<file path="config.mk">
export PLATFORM = sky130hd
export DESIGN_NAME = bsc_crc_unit
export DESIGN_NICKNAME = d
export VERILOG_FILES = /design/src/hw/bsc_pkg.sv /design/src/hw/bsc_fifo.sv /design/src/hw/bsc_crc_unit.sv
export SDC_FILE = /design/constraint.sdc
export NUM_CORES = 1
export LEC_CHECK = 0
export ABC_AREA = 1
export BUFFER_PORTS_ARGS = -buffer_cell sky130_fd_sc_hd__buf_2
export CAP_MARGIN = 5
export CORE_UTILIZATION = 30
export DETAILED_ROUTE_END_ITERATION = 8
export HOLD_SLACK_MARGIN = 0.02
export PLACE_DENSITY = 0.5
export SYNTH_ARGS = -nofsm -noshare
export SYNTH_HDL_FRONTEND = slang
export SYNTH_HIERARCHICAL = 1
export SYNTH_SLANG_ARGS = --single-unit
</file>
<file path="constraint.sdc">
create_clock -name CLK -period 3.9 [get_ports CLK]
set_input_delay 0.585 -clock CLK [delete_from_list [all_inputs] [get_ports CLK]]
set_output_delay 0.585 -clock CLK [all_outputs]
set_load 0.01 [all_outputs]
</file>
<file path="src/hw/bsc_pkg.sv">
/*
 bsc_pkg: constants shared by the byte stream checksum unit and its fifo.
 assumes a single system clock and a processor-side writer on that clock.
*/
package bsc_pkg;
   localparam int BSC_DATA_W = 8;          // one input byte per write
   localparam int BSC_FIFO_DEPTH = 8;      // input words buffered
   localparam int BSC_PTR_W = 2;           // selects one of four result bytes
   localparam logic [15:0] BSC_POLY16 = 16'h1021;
   localparam logic [31:0] BSC_POLY32 = 32'h04c11db7;
   localparam logic [31:0] BSC_INIT_ZERO = 32'h00000000;
   localparam logic [31:0] BSC_INIT_ONES = 32'hffffffff;
   localparam logic [31:0] BSC_RESULT_RST = 32'h00000000;
   localparam logic [1:0] BSC_PTR_RST = 2'h0;
   localparam logic [7:0] BSC_BYTE_RST = 8'h00;
   localparam int BSC_BITS_PER_BYTE = 8;   // shift steps per byte
endpackage

</file>
<file path="src/hw/bsc_fifo.sv">
/*
 bsc_fifo: synchronous fifo with valid/ready on both sides.
 assumes one clock; the drain side may hold out_ready low to stall it.
*/
`timescale 1ns/1ns
module bsc_fifo
   import bsc_pkg::*;
#(
   parameter int WIDTH = BSC_DATA_W,
   parameter int DEPTH = BSC_FIFO_DEPTH
) (
   input wire logic clk,
   input wire logic resetn,
   input wire logic in_valid,
   input wire logic [WIDTH-1:0] in_data,
   output logic in_ready,
   output logic out_valid,
   output logic [WIDTH-1:0] out_data,
   input wire logic out_ready
);
   localparam int AW = $clog2(DEPTH);
   localparam int CW = $clog2(DEPTH + 1);

   logic [WIDTH-1:0] mem [DEPTH];
   logic [AW-1:0] wr_ptr;
   logic [AW-1:0] rd_ptr;
   logic [CW-1:0] count;
   logic [CW-1:0] next_count;
   logic push;
   logic pop;

   // ready is registered so the top can present it straight from a flop
   assign push = in_valid && in_ready;
   assign pop = out_valid && out_ready;
   assign out_valid = (count != '0);
   assign out_data = mem[rd_ptr];

   always_comb begin
      next_count = count;
      if (push && !pop) begin
         next_count = count + CW'(1);
      end else if (pop && !push) begin
         next_count = count - CW'(1);
      end
   end

   // storage carries no reset; only valid entries are ever read
   always_ff @(posedge clk) begin
      if (push) begin
         mem[wr_ptr] <= in_data;
      end
   end

   always_ff @(posedge clk or negedge resetn) begin
      if (!resetn) begin
         wr_ptr <= '0;
         rd_ptr <= '0;
         count <= '0;
         in_ready <= 1'b0;
      end else begin
         if (push) begin
            wr_ptr <= (wr_ptr == AW'(DEPTH - 1)) ? '0 : wr_ptr + AW'(1);
         end
         if (pop) begin
            rd_ptr <= (rd_ptr == AW'(DEPTH - 1)) ? '0 : rd_ptr + AW'(1);
         end
         count <= next_count;
         in_ready <= (next_count != CW'(DEPTH));
      end
   end
endmodule // bsc_fifo

</file>
<file path="src/hw/bsc_crc_unit.sv">
/*
 bsc_crc_unit: byte stream checksum unit with indirect result access and a
 bit reversal helper.
 assumes every input comes from logic on CLK; strobes are one-cycle pulses.
*/
// How it works
// - MODE_32 picks the 32-bit polynomial, otherwise the 16-bit one.
// - each accepted IN_VALID/IN_DATA byte feeds exactly one byte update.
// - the running checksum lives in an internal 32-bit result register.
// - the byte pointer loaded by PTR_WR selects a result byte read on RES_DATA or written by RES_WR; RESULT_PTR shows it a cycle later.
// - a REV_WR byte comes back bit reversed on REV_DATA.
// - in 16-bit mode the update is msb first with polynomial 0x1021.
// - INIT presets the result to all zeros or, with INIT_ONES, all ones in 32-bit mode and 0x0000ffff in 16-bit mode.
// - each byte is first xored into the top byte of the checksum: result bits 31:24 in 32-bit mode, bits 15:8 in 16-bit mode.
// - per step, shift left and xor the polynomial when the top bit was set.
// - the shift step runs eight times per byte.
`timescale 1ns/1ns
module bsc_crc_unit
   import bsc_pkg::*;
(
   input wire logic CLK,
   input wire logic RESETN,
   input wire logic MODE_32,
   input wire logic INIT_ONES,
   input wire logic INIT,
   input wire logic IN_VALID,
   input wire logic [7:0] IN_DATA,
   output logic IN_READY,
   input wire logic PTR_WR,
   input wire logic [1:0] PTR_DATA,
   output logic [1:0] RESULT_PTR,
   input wire logic RES_WR,
   input wire logic [7:0] RES_WDATA,
   output logic [7:0] RES_DATA,
   input wire logic REV_WR,
   input wire logic [7:0] REV_WDATA,
   output logic [7:0] REV_DATA
);
   logic [31:0] result;
   logic [31:0] next_result;
   logic [1:0] result_byte_pointer;
   logic fifo_valid;
   logic [7:0] fifo_data;
   logic fifo_take;
   logic [7:0] rev_bits;

   // one byte through eight shift steps, combinational so it fits a cycle
   function automatic logic [31:0] fold_byte(input logic [31:0] cur,
                                             input logic [7:0] din,
                                             input logic wide);
      logic [31:0] c;
      logic [15:0] c16;
      c = cur ^ {din, 24'h000000};
      c16 = cur[15:0] ^ {din, 8'h00};
      for (int i = 0; i < BSC_BITS_PER_BYTE; i++) begin
         if (c[31]) begin
            c = {c[30:0], 1'b0} ^ BSC_POLY32;
         end else begin
            c = {c[30:0], 1'b0};
         end
         if (c16[15]) begin
            c16 = {c16[14:0], 1'b0} ^ BSC_POLY16;
         end else begin
            c16 = {c16[14:0], 1'b0};
         end
      end
      // upper half stays clear in 16-bit mode so byte reads are clean
      return wide ? c : {16'h0000, c16};
   endfunction

   // the processor's byte stream is buffered ahead of the update stage
   bsc_fifo #(
      .WIDTH(BSC_DATA_W),
      .DEPTH(BSC_FIFO_DEPTH)
   ) u_fifo (
      .clk(CLK),
      .resetn(RESETN),
      .in_valid(IN_VALID),
      .in_data(IN_DATA),
      .in_ready(IN_READY),
      .out_valid(fifo_valid),
      .out_data(fifo_data),
      .out_ready(!(INIT || RES_WR))
   );

   // the update stage only yields to a preset or a direct byte write,
   // which would otherwise race the fold for the same register
   assign fifo_take = fifo_valid && !INIT && !RES_WR;

   always_comb begin
      next_result = result;
      if (INIT) begin
         next_result = INIT_ONES ? BSC_INIT_ONES : BSC_INIT_ZERO;
         if (!MODE_32) begin
            next_result[31:16] = 16'h0000;
         end
      end else if (RES_WR) begin
         next_result[result_byte_pointer*8 +: 8] = RES_WDATA;
      end else if (fifo_take) begin
         next_result = fold_byte(result, fifo_data, MODE_32);
      end
   end

   // running checksum register
   always_ff @(posedge CLK or negedge RESETN) begin
      if (!RESETN) begin
         result <= BSC_RESULT_RST;
      end else begin
         result <= next_result;
      end
   end

   // byte pointer for indirect access
   always_ff @(posedge CLK or negedge RESETN) begin
      if (!RESETN) begin
         result_byte_pointer <= BSC_PTR_RST;
      end else if (PTR_WR) begin
         result_byte_pointer <= PTR_DATA;
      end
   end

   // read port mirrors the selected byte one cycle after any change
   always_ff @(posedge CLK or negedge RESETN) begin
      if (!RESETN) begin
         RES_DATA <= BSC_BYTE_RST;
         RESULT_PTR <= BSC_PTR_RST;
      end else begin
         RES_DATA <= result[result_byte_pointer*8 +: 8];
         RESULT_PTR <= result_byte_pointer;
      end
   end

   // bit reversal is a pure rewiring, one wire per bit
   for (genvar b = 0; b < 8; b++) begin : g_rev
      assign rev_bits[b] = REV_WDATA[7-b];
   end

   always_ff @(posedge CLK or negedge RESETN) begin
      if (!RESETN) begin
         REV_DATA <= BSC_BYTE_RST;
      end else if (REV_WR) begin
         REV_DATA <= rev_bits;
      end
   end
endmodule // bsc_crc_unit

</file>
== After elaboration in Yosys (flattened, before gate mapping) ==
Memory sizes are Yosys's and may differ from the RTL's.
Cells that the tools add are included.

* Word-level logic and storage cells: 124
* Output and inout port bits: 19
* RAM bits: 64
* Input bits: 35
* Memories kept: 1
* Bits in registers: 63

* Reductions and logical operators: 14
* Shifts and indexed selects: 3
* Multiplexer cells: 71
* Bitwise gates (word level): 18
* $add $sub $neg: 5
* Equal/unequal tests: 3

{| class="wikitable"
|+ Memories
! name !! words !! width !! read ports !! clocked after Yosys merged registers in !! wr ports !! line !! RTL
|-
| u_fifo.mem || 8 || 8 || 1 || 0 || 1 || bsc_fifo.sv:24 || <nowiki>logic [WIDTH-1:0] mem [DEPTH];</nowiki>
|}

{| class="wikitable"
|+ Operators by type and width
! kind !! number
|-
| two-way mux 32 bit || 26
|-
| two-way mux 16 bit || 22
|-
| two-way mux 27 bit || 8
|-
| NOT 14 bit || 8
|-
| two-way mux 13 bit || 8
|-
| negation 5 -> 34 bit || 1
|-
| variable shift 8 x 34 -> 32 bit (first input constant) || 1
|-
| indexed part select 8 x 34 -> 32 bit || 1
|-
| bitwise mux 32 bit || 1
|-
| indexed part select 32 x 6 -> 8 bit || 1
|-
| bitwise XOR 32 bit || 1
|-
| NOT 3 bit || 8
|-
| bitwise XOR 16 bit || 1
|-
| two-way mux 4 bit || 2
|-
| adder 3 x 1 -> 3 bit (second input constant) || 2
|-
| equality test 3 bit (second input constant) || 2
|-
| logical AND 1 bit || 6
|-
| two-way mux 3 bit || 2
|-
| logical NOT 1 bit || 5
|-
| adder 4 x 1 -> 4 bit (second input constant) || 1
|-
| inequality test 4 bit (second input constant) || 1
|-
| nonzero test 4 bit || 1
|-
| subtractor 4 x 1 -> 4 bit (second input constant) || 1
|-
| nonzero test 3 bit || 1
|-
| 2 further kinds || 3
|}

== Depth between registers and ports, before layout ==
An unclocked memory read counts as a cell.

* Depth after elaboration: 43
* Mapped depth: 21
* Depth with buffers taken out: 19

== Cells and area by module ==
The synthesis kept the hierarchy.

{| class="wikitable"
|+ By module, submodules not included
! module !! area an instance (um2) !! instances !! cells each !! sequential area each (um2)
|-
| bsc_crc_unit || 4161.5 || 1 || 560 || 1301.2
|-
| bsc_fifo || 3210.6 || 1 || 279 || 2197.1
|}

== Worst setup path before layout ==
Ideal clock, no wire load.

* Kind: register to register
* From: reg u_fifo.rd_ptr[0]
* To: reg result[8]
* Buffers on the path: 2
* Setup time: 0.073 ns
* Clock period less this slack: 2.294 ns
* Setup slack: 1.606 ns
* Data arrival time: 2.221 ns
* Cell stages (with the launch flop): 20
* Data required time: 3.827 ns
* Cells stage by stage: dfrtp_1 > buf_2 > inv_2 > buf_4 > nor2_1 > o21ai_1 > a21oi_1 > a31oi_1 > nand2_1 > nand2_4 > nand2_1 > nand3_1 > nand2_2 > nand2_1 > nand2_1 > nand2_1 > nand3_1 > nand2_1 > nand2_1 > a21oi_2

* Elaborated cells between the ends (all ways): 69
* Classes of those cells: 59 x mux; 9 x bitwise; 1 x memory

{| class="wikitable"
|+ RTL lines
! what !! line !! RTL
|-
| from (decl) || bsc_fifo.sv:26 || <nowiki>logic [AW-1:0] rd_ptr;</nowiki>
|-
| from (signal assigned) || bsc_fifo.sv:65 || <nowiki>rd_ptr <= (rd_ptr == AW'(DEPTH - 1)) ? '0 : rd_ptr + AW'(1);</nowiki>
|-
| memory read (8 x 8 bit) * || -- ||
|-
| named net fifo_data[3] || bsc_crc_unit.sv:43 || <nowiki>logic [7:0] fifo_data;</nowiki>
|-
| bitwise XOR 16 bit / bitwise XOR 32 bit (equally long branches) || bsc_crc_unit.sv:54, bsc_crc_unit.sv:53 ||
|-
| NOT 3 bit (no line) / two-way mux 32 bit (equally long branches) || -- ||
|-
| two-way mux 13 bit / two-way mux 32 bit (equally long branches) || bsc_crc_unit.sv:61, bsc_crc_unit.sv:97 ||
|-
| two-way mux 16 bit / two-way mux 32 bit (equally long branches) || bsc_crc_unit.sv:99, bsc_crc_unit.sv:92 ||
|-
| two-way mux 16 bit / two-way mux 32 bit (equally long branches) || bsc_crc_unit.sv:97, bsc_crc_unit.sv:99 ||
|-
| two-way mux 16 bit / two-way mux 32 bit (equally long branches) || bsc_crc_unit.sv:92, bsc_crc_unit.sv:97 ||
|-
| (+18 left out) || -- ||
|-
| two-way mux 16 bit / two-way mux 32 bit (equally long branches) || bsc_crc_unit.sv:99, bsc_crc_unit.sv:97 ||
|-
| two-way mux 16 bit / two-way mux 32 bit (equally long branches) || bsc_crc_unit.sv:97, bsc_crc_unit.sv:92 ||
|-
| two-way mux 16 bit / NOT 14 bit (equally long branches) || -- ||
|-
| two-way mux 13 bit / two-way mux 27 bit (equally long branches) || bsc_crc_unit.sv:61, bsc_crc_unit.sv:56 ||
|-
| two-way mux 32 bit * || bsc_crc_unit.sv:68 || <nowiki>return wide ? c : {16'h0000, c16};</nowiki>
|-
| two-way mux 32 bit * || bsc_crc_unit.sv:99 || <nowiki>end else if (fifo_take) begin</nowiki>
|-
| two-way mux 32 bit * || bsc_crc_unit.sv:97 || <nowiki>end else if (RES_WR) begin</nowiki>
|-
| two-way mux 32 bit * || bsc_crc_unit.sv:92 || <nowiki>if (INIT) begin</nowiki>
|-
| to (signal assigned) || bsc_crc_unit.sv:109 || <nowiki>result <= next_result;</nowiki>
|-
| to (decl) || bsc_crc_unit.sv:39 || <nowiki>logic [31:0] result;</nowiki>
|}

The timed path passes the listed nets; every way through them passes the cells marked *. The select of a mux whose other input is x is not followed.
A chain may end at the register's enable or synchronous reset.

== Final worst setup path ==
* From: reg u_fifo.rd_ptr[0]
* To: reg result[5]

* Elaborated cells between the ends (all ways): 73
* Classes of those cells: 62 x mux; 10 x bitwise; 1 x memory

{| class="wikitable"
|+ RTL lines
! what !! line !! RTL
|-
| memory read (8 x 8 bit) * || -- ||
|-
| named net fifo_data[4] || bsc_crc_unit.sv:43 ||
|-
| bitwise XOR 32 bit || bsc_crc_unit.sv:53 || <nowiki>c = cur ^ {din, 24'h000000};</nowiki>
|-
| two-way mux 32 bit || bsc_crc_unit.sv:99 ||
|-
| two-way mux 32 bit || bsc_crc_unit.sv:97 ||
|-
| two-way mux 32 bit || bsc_crc_unit.sv:92 ||
|-
| two-way mux 32 bit || bsc_crc_unit.sv:99 ||
|-
| two-way mux 32 bit || bsc_crc_unit.sv:97 ||
|-
| (+20 left out) || -- ||
|-
| two-way mux 32 bit || bsc_crc_unit.sv:97 ||
|-
| two-way mux 32 bit || bsc_crc_unit.sv:92 ||
|-
| NOT 14 bit (no line) || -- ||
|-
| two-way mux 27 bit || bsc_crc_unit.sv:56 || <nowiki>if (c[31]) begin</nowiki>
|-
| two-way mux 32 bit * || bsc_crc_unit.sv:68 ||
|-
| two-way mux 32 bit * || bsc_crc_unit.sv:99 ||
|-
| two-way mux 32 bit * || bsc_crc_unit.sv:97 ||
|-
| two-way mux 32 bit * || bsc_crc_unit.sv:92 ||
|}

Marked as above.

==> metrics <==
Hold Fails Final Rpt=0; # clock sinks=127; initial antenna violation count=0; crit-path cells=inv_2 > nor2_1 > o21ai_1 > a21oi_1 > a31oi_1 > inv_1 > nand2_1 > nand2_1 > nand2_1 > nand2_4 > xor2_2 > nor2_1 > o21ai_1 > nand2_1 > a21oi_2; post-layout util=35.49%; crit share post-route=77.18%; commonest non-fill, non-tap cell in the layout=nand2_1; TritonCTS Buffers=17; Root Driver=clkbuf_16; syn avg cell area=8.787 um^2; core area=24180 um^2; Worst Path Required=4.25 ns; number of synthesized register bits=127; Post-Layout Inst Area=8581 um^2; worst hold slack=0.2690 ns; CP max FO=33; leading area contributor after synthesis=edfxtp_1; Final HPWL DP=15830 um; outcome=complete, no violations; largest cells by area after synthesis=edfxtp_1 26%, dfrtp_1 21%, nand2_1 9.5%, nor2_1 5.0%, xor2_1 3.7%; Total Routing Usage GR=18.18%; clock slew at reported path FFs=0.06 ns; FF+latch area=3498 um^2; Synth Warn #=6; most used cell, CP=nand2_1; slowest stage cell, crit path=a31oi_1; row count=57; vias in the first global route=5900; H-tree levels=4; Cells after Synth=839; Fmax=0.3322 GHz; Area Overhead vs Synth=16.40%; Worst IR Drop VDD=0.4047 mV; post-synthesis sequential area ratio=47.45%; largest net degree at the start of global routing=64; Top FF cell, synth=edfxtp_1; library cells used by synthesis=51; Worst slew margin=32.74%; die area=25200 um^2; routed wire length per instance=17.51 um; DR iter-0 viols=529; DRT Wirelength=21730 um; most frequent cells in the layout=187 x nand2_1, 98 x nor2_1, 64 x edfxtp_1; GRT overflow=0; Initial Utilization=30.49%; Final Skew=0.006770 ns; Hold Buf Count CTS=0; Ports=54; HP Class=primary input to async pin; Post-synth EDFFs=64; measured slew at the worst slew-check pin=1.005 ns; area of the multi-input gates=3485 um^2; Inserted Diodes=0; Post-CTS Setup Bufs=0; CP Capture Type=flip-flop; Sum Neg Setup Slack=0 ns; Die X=158.8 um; Resized cells post-CTS=0; CP Class=flip-flop to flip-flop; max_cap viols=0; final setup fails=0; total number of vias=6005; Pleak=3.717 nW; RSZ-0062 raised after global routing=no; # DRC=0; Fill cells=2482; clk buf depth=2; worst skew pair latency=0.43 ns; Die H=158.8 um; fin crit period=3.010 ns; Final Max Tran Viols=0; syn_nets=884; final net count=949; pwr dens=1049 nW/um^2; Port Buffers=53; Mapped Area=7372 um^2; drt first pass iters=7; crit path DAT=3.36 ns; TritonCTS clock tree=built; DR vias/cell=4.839; slowest stage delay, CP=0.41 ns; gpl congestion=0.8961; post-synth top area share=26.07%; critical path launch point type=flip-flop; share of cells above drive strength 1=21.81%; global-route wire length before repair=34720 um; Final ANT Viol Nets=0; Async S/R FF share, synth=49.61%; DP Area=8029 um^2
## power by group
| group | switching (mW) | internal, mW |
|---|---|---|
| Sequential | 0.362 | 1.76 |
| Combinational | 3.52 | 1.87 |
| Clock | 0.667 | 0.831 |
## per-layer routing
metal | global-route usage [%] | up-vias | wire length [um]
li1 | - | 2937 | -
met1 | 24.97 | 2857 | 10080
met2 | 28.05 | 177 | 9870
met3 | 4.232 | 34 | 1292
met4 | 6.002 | 0 | 490
met5 | 0 | - | 0
## sequential cells by signal (all words and copies together), names as in the netlist
register / count
RES_DATA: 8
RESULT_PTR: 2
u_fifo/in_ready: 1
result_byte_pointer: 2
u_fifo/count: 4
u_fifo/wr_ptr: 3
REV_DATA: 8
u_fifo/rd_ptr: 3
u_fifo/mem: 64
result: 32
## metrics by stage
step / total power, mW / setup slack [ns] / cells
3_5_place_dp: 7.469 / 0.9377 / 1209
6_report: 9.003 / 0.8901 / 1241
2_1_floorplan: 6.124 / 1.606 / 839
4_1_cts: 9.013 / 0.9139 / 1241
3_3_place_gp: 7.460 / 0.9356 / 1209
5_1_grt: 9.771 / 0.5868 / 1241
## logic make-up after synthesis
logic type	count (synthesis)	synth area share, %
adders and majority gates	10	1.697
muxes	8	1.222
DFF	127	47.45
AOI/OAI and AO/OA	161	12.69
xor gates and xnor gates	53	6.857
buffers and inverters	91	5.278
and+or+nand+nor	389	24.80
## critical path: cells and delay by family, from the launching register on
kind | cells | cell delay [ns]
AO/OA/AOI/OAI | 5 | 0.89
XOR/XNOR | 1 | 0.29
buffers and inverters | 2 | 0.52
flip-flops | 1 | 0.38
AND/OR/NAND/NOR | 7 | 0.85
## cell type report
class | count | area share, %
repair buffers | 65 | 4.170
multi-input cells | 621 | 40.61
clock inverters | 15 | 1.473
flip-flops and latches | 127 | 40.77
clock buffers | 17 | 4.958
inverters | 72 | 3.295
well taps | 324 | 4.724
## final timing paths
kind,from,to,cells after the start,slack (ns)
worst min register to register,REV_DATA[4],REV_DATA[4],1,0.50
worst min-delay path,RESETN,RES_DATA[3],1,0.27
worst max register to register,u_fifo/rd_ptr[0],result[5],15,0.89
worst max-delay path,u_fifo/rd_ptr[0],result[5],15,0.89
max in group asynchronous,RESETN,u_fifo/wr_ptr[2],1,3.02
min in group CLK,PTR_DATA[0],result_byte_pointer[0],3,0.38
## synth_stat cells (3+ instances only)
| cell | instances |
|---|---|
| o21ai_0 | 53 |
| o22ai_1 | 7 |
| xnor2_1 | 18 |
| ha_1 | 10 |
| a32oi_1 | 4 |
| edfxtp_1 | 64 |
| dfrtp_1 | 63 |
| a21oi_2 | 10 |
| a21oi_1 | 41 |
| nor2_4 | 3 |
| or2_2 | 3 |
| a22oi_1 | 6 |
| inv_4 | 3 |
| xor2_1 | 31 |
| nand2_4 | 16 |
| nand2_1 | 187 |
| inv_1 | 48 |
| buf_2 | 9 |
| mux2_2 | 8 |
| nor2_1 | 98 |
| inv_2 | 18 |
| clkbuf_1 | 3 |
| xor2_2 | 3 |
| nand3_1 | 40 |
| nand2_2 | 20 |
| nand3_2 | 4 |
| o21ai_1 | 14 |
| a31oi_1 | 19 |
| nor2_2 | 4 |
Note: power is estimated with default switching activity, not from simulation.
